## src/rtl/asd_pkg.sv

```systemverilog
// constants for the headset switch detection and protection register bank
package asd_pkg;

  // ****************************************************************
  // register offsets
  // ****************************************************************
  localparam logic [7:0] OFF_EVENT_FLAGS   = 8'h18;
  localparam logic [7:0] OFF_DETECT_MASK   = 8'h19;
  localparam logic [7:0] OFF_ORIENT_A      = 8'h1A;
  localparam logic [7:0] OFF_ORIENT_B      = 8'h1B;
  localparam logic [7:0] OFF_MIC_LOWER     = 8'h1C;
  localparam logic [7:0] OFF_MIC_UPPER     = 8'h1D;
  localparam logic [7:0] OFF_SOFT_RESET    = 8'h1E;
  localparam logic [7:0] OFF_CUR_SELECT    = 8'h1F;
  localparam logic [7:0] OFF_CUR_STATE     = 8'h20;
  localparam logic [7:0] OFF_GATE_CONTROL  = 8'h21;
  localparam logic [7:0] OFF_PROT_ENABLE   = 8'h22;
  localparam logic [7:0] OFF_PROT_STATE    = 8'h23;

  // ****************************************************************
  // reset values
  // ****************************************************************
  localparam logic [4:0] RST_EVENT_FLAGS   = 5'h00;
  localparam logic [4:0] RST_DETECT_MASK   = 5'h08;
  localparam logic [7:0] RST_ORIENT        = 8'h00;
  localparam logic [7:0] RST_MIC_LOWER     = 8'h20;
  localparam logic [7:0] RST_MIC_UPPER     = 8'hFF;
  localparam logic [1:0] RST_CUR_SELECT    = 2'h2;
  localparam logic [2:0] RST_GATE_CONTROL  = 3'h0;
  localparam logic [1:0] RST_PROT_ENABLE   = 2'h3;
  localparam logic [5:0] RST_PROT_STATE    = 6'h20;

  // ****************************************************************
  // field positions and codes
  // ****************************************************************
  localparam int         BIT_GATE_EN       = 2;
  localparam int         BIT_OVP_EN        = 1;
  localparam int         BIT_OCP_EN        = 0;
  localparam int         BIT_SOFT_RESET    = 0;
  localparam logic [2:0] PATH_TO_GROUND    = 3'h2;
  localparam logic [2:0] BIT_LAST          = 3'h7;

  // bus address of the device, value is arbitrary
  localparam logic [6:0] DEV_ADDR          = 7'h42;

  // ****************************************************************
  // serial interface states
  // ****************************************************************
  typedef enum logic [3:0] {
    SER_IDLE      = 4'b0000,
    SER_ADDR      = 4'b0001,
    SER_ADDR_ACK  = 4'b0010,
    SER_REG       = 4'b0011,
    SER_REG_ACK   = 4'b0100,
    SER_WDATA     = 4'b0101,
    SER_WDATA_ACK = 4'b0110,
    SER_RDATA     = 4'b0111,
    SER_RDATA_ACK = 4'b1000
  } asd_ser_type;

endpackage : asd_pkg

```

## src/rtl/asd_regs.sv

```systemverilog
// two-wire serial slave and detection, threshold and protection register bank
`timescale 1ns/10ps

module asd_regs
  import asd_pkg::*;
(
  input  wire logic       clock_in,                 // 125 MHz system clock
  input  wire logic       sys_rst_in,               // asynchronous reset, active high
  input  wire logic       scl_in,                   // serial clock pin level
  input  wire logic       sda_in,                   // serial data pin level
  output logic            sda_out,                  // serial data drive value, always low
  output logic            sda_oe_n_out,             // low while pulling data line low
  output logic            int_n_out,                // interrupt drive value, always low
  output logic            int_oe_n_out,             // low while interrupt is asserted
  input  wire logic [4:0] event_set_in,             // one-cycle event pulses per flag bit
  input  wire logic [7:0] orient_a_in,              // measured code, line 1 with line 2 grounded
  input  wire logic [7:0] orient_b_in,              // measured code, line 2 with line 1 grounded
  input  wire logic [3:0] overvolt_active_in,       // usb, ground sense, line 1, line 2
  input  wire logic [2:0] line1_path_state_in,      // line 1 switch path state
  input  wire logic [2:0] line2_path_state_in,      // line 2 switch path state
  output logic [4:0]      detect_mask_out,          // event mask bits
  output logic [7:0]      mic_thresh_lower_out,     // lower mic detection threshold
  output logic [7:0]      mic_thresh_upper_out,     // upper mic detection threshold
  output logic [1:0]      sense_current_out,        // detection current in effect
  output logic            gate_out_a_out,           // external gate driver a enable
  output logic            gate_out_b_out,           // external gate driver b enable
  output logic [1:0]      gate_out_current_out,     // gate drive current code
  output logic            overvolt_guard_on_out,    // over-voltage guard enable
  output logic            overcurrent_guard_on_out  // over-current guard enable
);

  import asd_pkg::*;

  // ****************************************************************
  // state
  // ****************************************************************
  typedef struct packed {
    asd_ser_type ser;
    logic [2:0]  bit_cnt;
    logic        byte_done;
    logic [7:0]  shift;
    logic [7:0]  ptr;
    logic        rw;
    logic        scl_prev;
    logic        sda_prev;
    logic        sda_drive;
    logic [4:0]  flags;
    logic [4:0]  mask;
    logic [7:0]  orient_a;
    logic [7:0]  orient_b;
    logic [7:0]  mic_lower;
    logic [7:0]  mic_upper;
    logic [1:0]  cur_select;
    logic [1:0]  cur_state;
    logic [2:0]  gate;
    logic [1:0]  prot_en;
    logic [5:0]  prot_state;
  } asd_state_type;

  asd_state_type state_reg;
  asd_state_type state_next;

  logic       scl_rise;
  logic       scl_fall;
  logic       start_seen;
  logic       stop_seen;
  logic [7:0] rd_data;
  logic [7:0] rd_next;
  logic       wr_en;
  logic [4:0] flag_clear;

  // ****************************************************************
  // read mux
  // ****************************************************************
  // write-only and unmapped offsets read as zero
  function automatic logic [7:0] read_reg(input asd_state_type s, input logic [7:0] addr);
    logic [7:0] val;
    val = 8'h00;
    case (addr)
      OFF_EVENT_FLAGS:  val = {3'h0, s.flags};
      OFF_DETECT_MASK:  val = {3'h0, s.mask};
      OFF_ORIENT_A:     val = s.orient_a;
      OFF_ORIENT_B:     val = s.orient_b;
      OFF_MIC_LOWER:    val = s.mic_lower;
      OFF_MIC_UPPER:    val = s.mic_upper;
      OFF_CUR_STATE:    val = {6'h00, s.cur_state};
      OFF_GATE_CONTROL: val = {5'h00, s.gate};
      OFF_PROT_ENABLE:  val = {6'h00, s.prot_en};
      OFF_PROT_STATE:   val = {2'h0, s.prot_state};
      default:          val = 8'h00;
    endcase
    return val;
  endfunction : read_reg

  // bus line edges; pins are taken as synchronous to the clock
  assign scl_rise   = scl_in & ~state_reg.scl_prev;
  assign scl_fall   = ~scl_in & state_reg.scl_prev;
  assign start_seen = scl_in & state_reg.scl_prev & state_reg.sda_prev & ~sda_in;
  assign stop_seen  = scl_in & state_reg.scl_prev & ~state_reg.sda_prev & sda_in;
  assign rd_data    = read_reg(state_reg, state_reg.ptr);
  assign rd_next    = read_reg(state_reg, state_reg.ptr);

  // ****************************************************************
  // next state
  // ****************************************************************
  always_comb begin
    state_next          = state_reg;
    wr_en               = 1'b0;
    flag_clear          = 5'h00;
    state_next.scl_prev = scl_in;
    state_next.sda_prev = sda_in;

    if (start_seen) begin
      // repeated start is legal from any state
      state_next.ser       = SER_ADDR;
      state_next.bit_cnt   = 3'h0;
      state_next.byte_done = 1'b0;
      state_next.sda_drive = 1'b0;
    end else if (stop_seen) begin
      state_next.ser       = SER_IDLE;
      state_next.sda_drive = 1'b0;
    end else begin
      case (state_reg.ser)
        SER_IDLE: begin
          state_next.sda_drive = 1'b0;
        end
        SER_ADDR, SER_REG, SER_WDATA: begin
          if (scl_rise) begin
            state_next.shift   = {state_reg.shift[6:0], sda_in};
            state_next.bit_cnt = state_reg.bit_cnt + 3'h1;
            if (state_reg.bit_cnt == BIT_LAST) begin
              state_next.byte_done = 1'b1;
            end
          end else if (scl_fall && state_reg.byte_done) begin
            state_next.byte_done = 1'b0;
            state_next.bit_cnt   = 3'h0;
            state_next.sda_drive = 1'b1;
            if (state_reg.ser == SER_ADDR) begin
              // a foreign address is left alone until the next start
              if (state_reg.shift[7:1] == DEV_ADDR) begin
                state_next.rw  = state_reg.shift[0];
                state_next.ser = SER_ADDR_ACK;
              end else begin
                state_next.sda_drive = 1'b0;
                state_next.ser       = SER_IDLE;
              end
            end else if (state_reg.ser == SER_REG) begin
              state_next.ptr = state_reg.shift;
              state_next.ser = SER_REG_ACK;
            end else begin
              wr_en          = 1'b1;
              state_next.ptr = state_reg.ptr + 8'h01;
              state_next.ser = SER_WDATA_ACK;
            end
          end
        end
        SER_ADDR_ACK: begin
          if (scl_fall) begin
            if (state_reg.rw) begin
              // load the first byte; reading the flags clears them
              state_next.shift     = rd_data;
              state_next.sda_drive = ~rd_data[7];
              state_next.bit_cnt   = 3'h0;
              state_next.ser       = SER_RDATA;
              if (state_reg.ptr == OFF_EVENT_FLAGS) begin
                flag_clear = state_reg.flags;
              end
            end else begin
              state_next.sda_drive = 1'b0;
              state_next.ser       = SER_REG;
            end
          end
        end
        SER_REG_ACK, SER_WDATA_ACK: begin
          if (scl_fall) begin
            state_next.sda_drive = 1'b0;
            state_next.ser       = SER_WDATA;
          end
        end
        SER_RDATA: begin
          if (scl_rise) begin
            state_next.bit_cnt = state_reg.bit_cnt + 3'h1;
            if (state_reg.bit_cnt == BIT_LAST) begin
              state_next.byte_done = 1'b1;
            end
          end else if (scl_fall) begin
            if (state_reg.byte_done) begin
              state_next.byte_done = 1'b0;
              state_next.sda_drive = 1'b0;
              state_next.ptr       = state_reg.ptr + 8'h01;
              state_next.ser       = SER_RDATA_ACK;
            end else begin
              state_next.shift     = {state_reg.shift[6:0], 1'b0};
              state_next.sda_drive = ~state_reg.shift[6];
            end
          end
        end
        SER_RDATA_ACK: begin
          if (scl_rise) begin
            // a not-acknowledge ends the read burst
            if (sda_in) begin
              state_next.ser = SER_IDLE;
            end else begin
              state_next.byte_done = 1'b1;
            end
          end else if (scl_fall && state_reg.byte_done) begin
            state_next.byte_done = 1'b0;
            state_next.shift     = rd_next;
            state_next.sda_drive = ~rd_next[7];
            state_next.bit_cnt   = 3'h0;
            state_next.ser       = SER_RDATA;
            if (state_reg.ptr == OFF_EVENT_FLAGS) begin
              flag_clear = state_reg.flags;
            end
          end
        end
        default: begin
          state_next.ser       = SER_IDLE;
          state_next.sda_drive = 1'b0;
        end
      endcase
    end

    // register writes; the write-only select takes effect here
    if (wr_en) begin
      case (state_reg.ptr)
        OFF_DETECT_MASK:  state_next.mask       = state_reg.shift[4:0];
        OFF_MIC_LOWER:    state_next.mic_lower  = state_reg.shift;
        OFF_MIC_UPPER:    state_next.mic_upper  = state_reg.shift;
        OFF_CUR_SELECT:   state_next.cur_select = state_reg.shift[1:0];
        OFF_GATE_CONTROL: state_next.gate       = state_reg.shift[2:0];
        OFF_PROT_ENABLE:  state_next.prot_en    = state_reg.shift[1:0];
        default: begin
        end
      endcase
    end

    // status follows the hardware every cycle
    state_next.orient_a   = orient_a_in;
    state_next.orient_b   = orient_b_in;
    state_next.cur_state  = state_reg.cur_select;
    state_next.prot_state = {overvolt_active_in & {4{state_reg.prot_en[BIT_OVP_EN]}},
                             state_reg.prot_en[BIT_OCP_EN] && (line1_path_state_in == PATH_TO_GROUND),
                             state_reg.prot_en[BIT_OCP_EN] && (line2_path_state_in == PATH_TO_GROUND)};

    // soft reset restores every host register; the bit itself never stores
    if (wr_en && (state_reg.ptr == OFF_SOFT_RESET) && state_reg.shift[BIT_SOFT_RESET]) begin
      state_next.mask       = RST_DETECT_MASK;
      state_next.mic_lower  = RST_MIC_LOWER;
      state_next.mic_upper  = RST_MIC_UPPER;
      state_next.cur_select = RST_CUR_SELECT;
      state_next.gate       = RST_GATE_CONTROL;
      state_next.prot_en    = RST_PROT_ENABLE;
      flag_clear            = state_reg.flags;
    end

    // an event arriving with a clear is kept: set wins
    state_next.flags = (state_reg.flags & ~flag_clear) | event_set_in;
  end

  // ****************************************************************
  // state register
  // ****************************************************************
  always_ff @(posedge clock_in or posedge sys_rst_in) begin
    if (sys_rst_in) begin
      state_reg            <= '0;
      state_reg.ser        <= SER_IDLE;
      state_reg.scl_prev   <= 1'b1;
      state_reg.sda_prev   <= 1'b1;
      state_reg.flags      <= RST_EVENT_FLAGS;
      state_reg.mask       <= RST_DETECT_MASK;
      state_reg.orient_a   <= RST_ORIENT;
      state_reg.orient_b   <= RST_ORIENT;
      state_reg.mic_lower  <= RST_MIC_LOWER;
      state_reg.mic_upper  <= RST_MIC_UPPER;
      state_reg.cur_select <= RST_CUR_SELECT;
      state_reg.cur_state  <= RST_CUR_SELECT;
      state_reg.gate       <= RST_GATE_CONTROL;
      state_reg.prot_en    <= RST_PROT_ENABLE;
      state_reg.prot_state <= RST_PROT_STATE;
    end else begin
      state_reg <= state_next;
    end
  end

  // ****************************************************************
  // outputs
  // ****************************************************************
  // both open-drain pins only ever pull low
  assign sda_out                  = 1'b0;
  assign sda_oe_n_out             = ~state_reg.sda_drive;
  assign int_n_out                = 1'b0;
  assign int_oe_n_out             = ~(|(state_reg.flags & ~state_reg.mask));
  assign detect_mask_out          = state_reg.mask;
  assign mic_thresh_lower_out     = state_reg.mic_lower;
  assign mic_thresh_upper_out     = state_reg.mic_upper;
  assign sense_current_out        = state_reg.cur_select;
  assign gate_out_a_out           = state_reg.gate[BIT_GATE_EN];
  assign gate_out_b_out           = state_reg.gate[BIT_GATE_EN];
  assign gate_out_current_out     = state_reg.gate[1:0];
  assign overvolt_guard_on_out    = state_reg.prot_en[BIT_OVP_EN];
  assign overcurrent_guard_on_out = state_reg.prot_en[BIT_OCP_EN];

endmodule : asd_regs

```

## config.mk

```make
export PLATFORM = sky130hd
export DESIGN_NAME = asd_regs
export DESIGN_NICKNAME = d
export VERILOG_FILES = /design/src/rtl/asd_pkg.sv /design/src/rtl/asd_regs.sv
export SDC_FILE = /design/constraint.sdc
export NUM_CORES = 1
export LEC_CHECK = 0
export BUFFER_PORTS_ARGS = -buffer_cell sky130_fd_sc_hd__buf_2
export CELL_PAD_IN_SITES_DETAIL_PLACEMENT = 0
export CELL_PAD_IN_SITES_GLOBAL_PLACEMENT = 1
export CORE_MARGIN = 4
export CORE_UTILIZATION = 48
export DETAILED_ROUTE_END_ITERATION = 10
export PLACE_DENSITY = 0.93
export SLEW_MARGIN = 25
export SYNTH_ARGS = -nofsm -noshare
export SYNTH_HDL_FRONTEND = slang
export SYNTH_SLANG_ARGS = --single-unit
```

## constraint.sdc

```tcl
create_clock -name clock_in -period 6 [get_ports clock_in]
set_input_delay 0.9 -clock clock_in [delete_from_list [all_inputs] [get_ports clock_in]]
set_output_delay 0.9 -clock clock_in [all_outputs]
set_load 0.005 [all_outputs]
```

==> results.toml <==
[floorplanning]
die_h_um = 108.7
dieArea_mm2 = 0.01181
io_pins = 68
core-area_mm2 = 0.009819
initial_core_util_pct = 49.54
rows = 36
fp.dieW_um = 108.7

[clock_network]
root_buffer = "clkbuf_8"
post-cts-setup-buffer-count = 0
cts_sinks = 85
clockBufferDepth = 2
cts_buffers = 9
cts-hold-fix-buffers = 0
cts_resized = 0
cts_tree = "yes"
htree_levels = 3
clock_latency_ns = 0.37
clkTransAtPathRegs_ns = 0.09

[worst_hold_path]
holdCritStartpoint = "sense_current_out[1]"
hold_end = "state_reg[12]"
worstHoldPathType = "flip-flop to flip-flop"
whs_path_depth = 0

[setup_path]
rr_worst_depth = 7
cpPeakStageDelay_ns = 0.52
critPathKind = "primary input to flip-flop"
r2r_slack_ns = 3.05
r2r-start = "state_reg[61]"
reg2reg_to = "state_reg[56]"
required_ns = 6.26
critPathLaunchType = "primary input"
worstPathMaxFanout = 14
crit_slowest_cell = "and2_1"
crit_chain = "buf_2 > ha_1 > nand3b_1 > a211oi_1 > buf_4 > and2_1 > a21oi_1 > a21o_1"
worstPathArrival_ns = 3.27
end_kind = "flip-flop"

[power]
power_density_mw_per_mm2 = 239.6
irDropWorstVdd_mv = 0.1585
p_leak_nw = 2.570

[placement]
hpwlAfterDp_um = 8987
numPortBuffers = 65
place_area_mm2 = 0.005065
gp_congestion = 0.8934

[sta]
period_share_pct = 50.18
finalClockSkew_ns = 0.009659
fin_setup_tns_ns = 0
fmax_mhz = 332.2
report.final.slew_viol_count = 0
maxSlewHeadroom_pct = 33.42
final-setup-viol-count = 0
worstMarginPinSlew_ns = 0.9987
rsz0062_at_grt = "false"
hold_violations = 0
min_period_ns = 3.011

[route]
drc = 0
routed_via_density = 5.944
dr.pass1.iters = 6
wire_per_inst_um = 18.70
wl_um = 12660
vias = 4024
final_antenna_net_count = 0
drt_iter0_drc = 322

[global_route]
overflow = 0
grt_pass1_wl_um = 20260
grt_use_total_pct = 22.21
grt_max_degree = 47
antenna_found_initial = 0
grt_pass1_vias = 3840

[cells_and_area]
antennaDiodeCount = 0
fin_util_pct = 53.84
area_growth_pct = 8.668
drive_gt1_share_pct = 20.22
final_area_mm2 = 0.005286
nNetsFinal = 583
largest_reg_flops = 57

[synth]
synthCells = 515
synth_area_leader_cell = "dfrtp_1"
synthesis.area_mm2 = 0.004865
synth_top_area_share_pct = 34.98
synth_top_cells_by_area = "dfrtp_1 (35%), dfstp_2 (9.2%), mux2i_1 (5.8%), nand2_1 (5.2%), buf_4 (4.3%)"
yosysSeqAreaShare_pct = 44.16
synth_edf_count = 0
synth_warnings = 0
ys_top_cells_by_count = "dfrtp_1 (68), nand2_1 (68), a21oi_1 (33)"
ys_seq_elements = 85
avgSynthCellArea_um2 = 9.446
yosysUniqueCellTypes = 66
synthArstFlopShare_pct = 100.0
synth_ff_type = "dfrtp_1"

[run]
maxCapViolations = 0

[run_status]
status = "finished, final reports clean"
==> cells in the final DEF (no fill, tap or decap), types with 15 or more instances in the layout <==
cell | Yosys | layout
nand2_1 | 68 | 68
dfrtp_1 | 68 | 68
buf_2 | 5 | 65
a21oi_1 | 33 | 33
mux2i_1 | 28 | 28
nor2_1 | 22 | 22
o21ai_0 | 20 | 20
inv_1 | 20 | 19
a22oi_1 | 18 | 18
dfstp_2 | 17 | 17
nand3_1 | 15 | 15
==> per-layer routing <==
layer  GRT usage, %  routed length (um)  vias to the layer above
met2          31.86                5716                      151
met1          33.44                5880                     1989
met4          5.861                 144                        0
li1               -                   -                     1865
met5              0                   0                        -
met3          5.565                 922                       19
==> critical path: cells and delay by family <==
family                   cells  cell delay, ns
buffers and inverters        2            0.35
AO/OA/AOI/OAI                3            0.77
AND/OR/NAND/NOR              2            0.89
adder cells (fa/ha/maj)      1            0.34
==> report_power, final <==
group,internal (mW),switching (mW),leakage [nW]
clock,0.239,0.225,0.108
sequential,0.610,0.0763,1.02
combinational,0.0573,0.0587,1.44
total,0.907,0.360,2.57
==> cells by family (layout without fill, tap and decap cells) <==
family / Yosys count / count (layout) / share of synthesized area [%]
and+or+nand+nor: 166 / 166 / 17.41
buffers and inverters: 80 / 108 / 8.925
adders and majority gates: 9 / 9 / 2.315
xor gates and xnor gates: 1 / 1 / 0.1801
muxes: 32 / 32 / 6.687
AOI/OAI and AO/OA: 141 / 141 / 20.24
other: 1 / 2 / 0.07709
DFF: 85 / 85 / 44.16
==> final cells by class <==
class                           instances  area [um^2]
Tap cell                              133        166.4
Sequential cell                        85         2148
Fill cell                             940         4533
Clock buffer                           10        127.6
Timing Repair Buffer                   71        382.9
Inverter                               21        80.08
Multi-Input combinational cell        351         2287
Clock inverter                          6        93.84
==> metrics by stage <==
| stage | cells | setup WS (ns) | total power, mW | hold WS, ns |
|---|---|---|---|---|
| 5_1_grt | 677 | 2.831 | 1.319 | 0.3903 |
| 4_1_cts | 677 | 3.035 | 1.274 | 0.3928 |
| 2_1_floorplan | 516 | 2.935 | 0.7520 | 0.3608 |
| 3_3_place_gp | 660 | 2.729 | 0.8031 | 0.3740 |
| 3_5_place_dp | 661 | 2.643 | 0.8113 | 0.3744 |
| 6_report | 677 | 2.989 | 1.267 | 0.3887 |
==> worst max path at each step <==
stage                        startpoint            endpoint  slack [ns]  cells past startpoint
after floorplan              sys_rst_in  detect_mask_out[0]        2.93                      1
after global placement           scl_in       state_reg[53]        2.73                      8
after detailed placement         scl_in       state_reg[56]        2.64                      8
after CTS                        scl_in       state_reg[56]        3.03                      8
after global routing      state_reg[61]       state_reg[56]        2.83                      7
final                            scl_in       state_reg[56]        2.99                      8
Power figures use the tool's default switching activity.
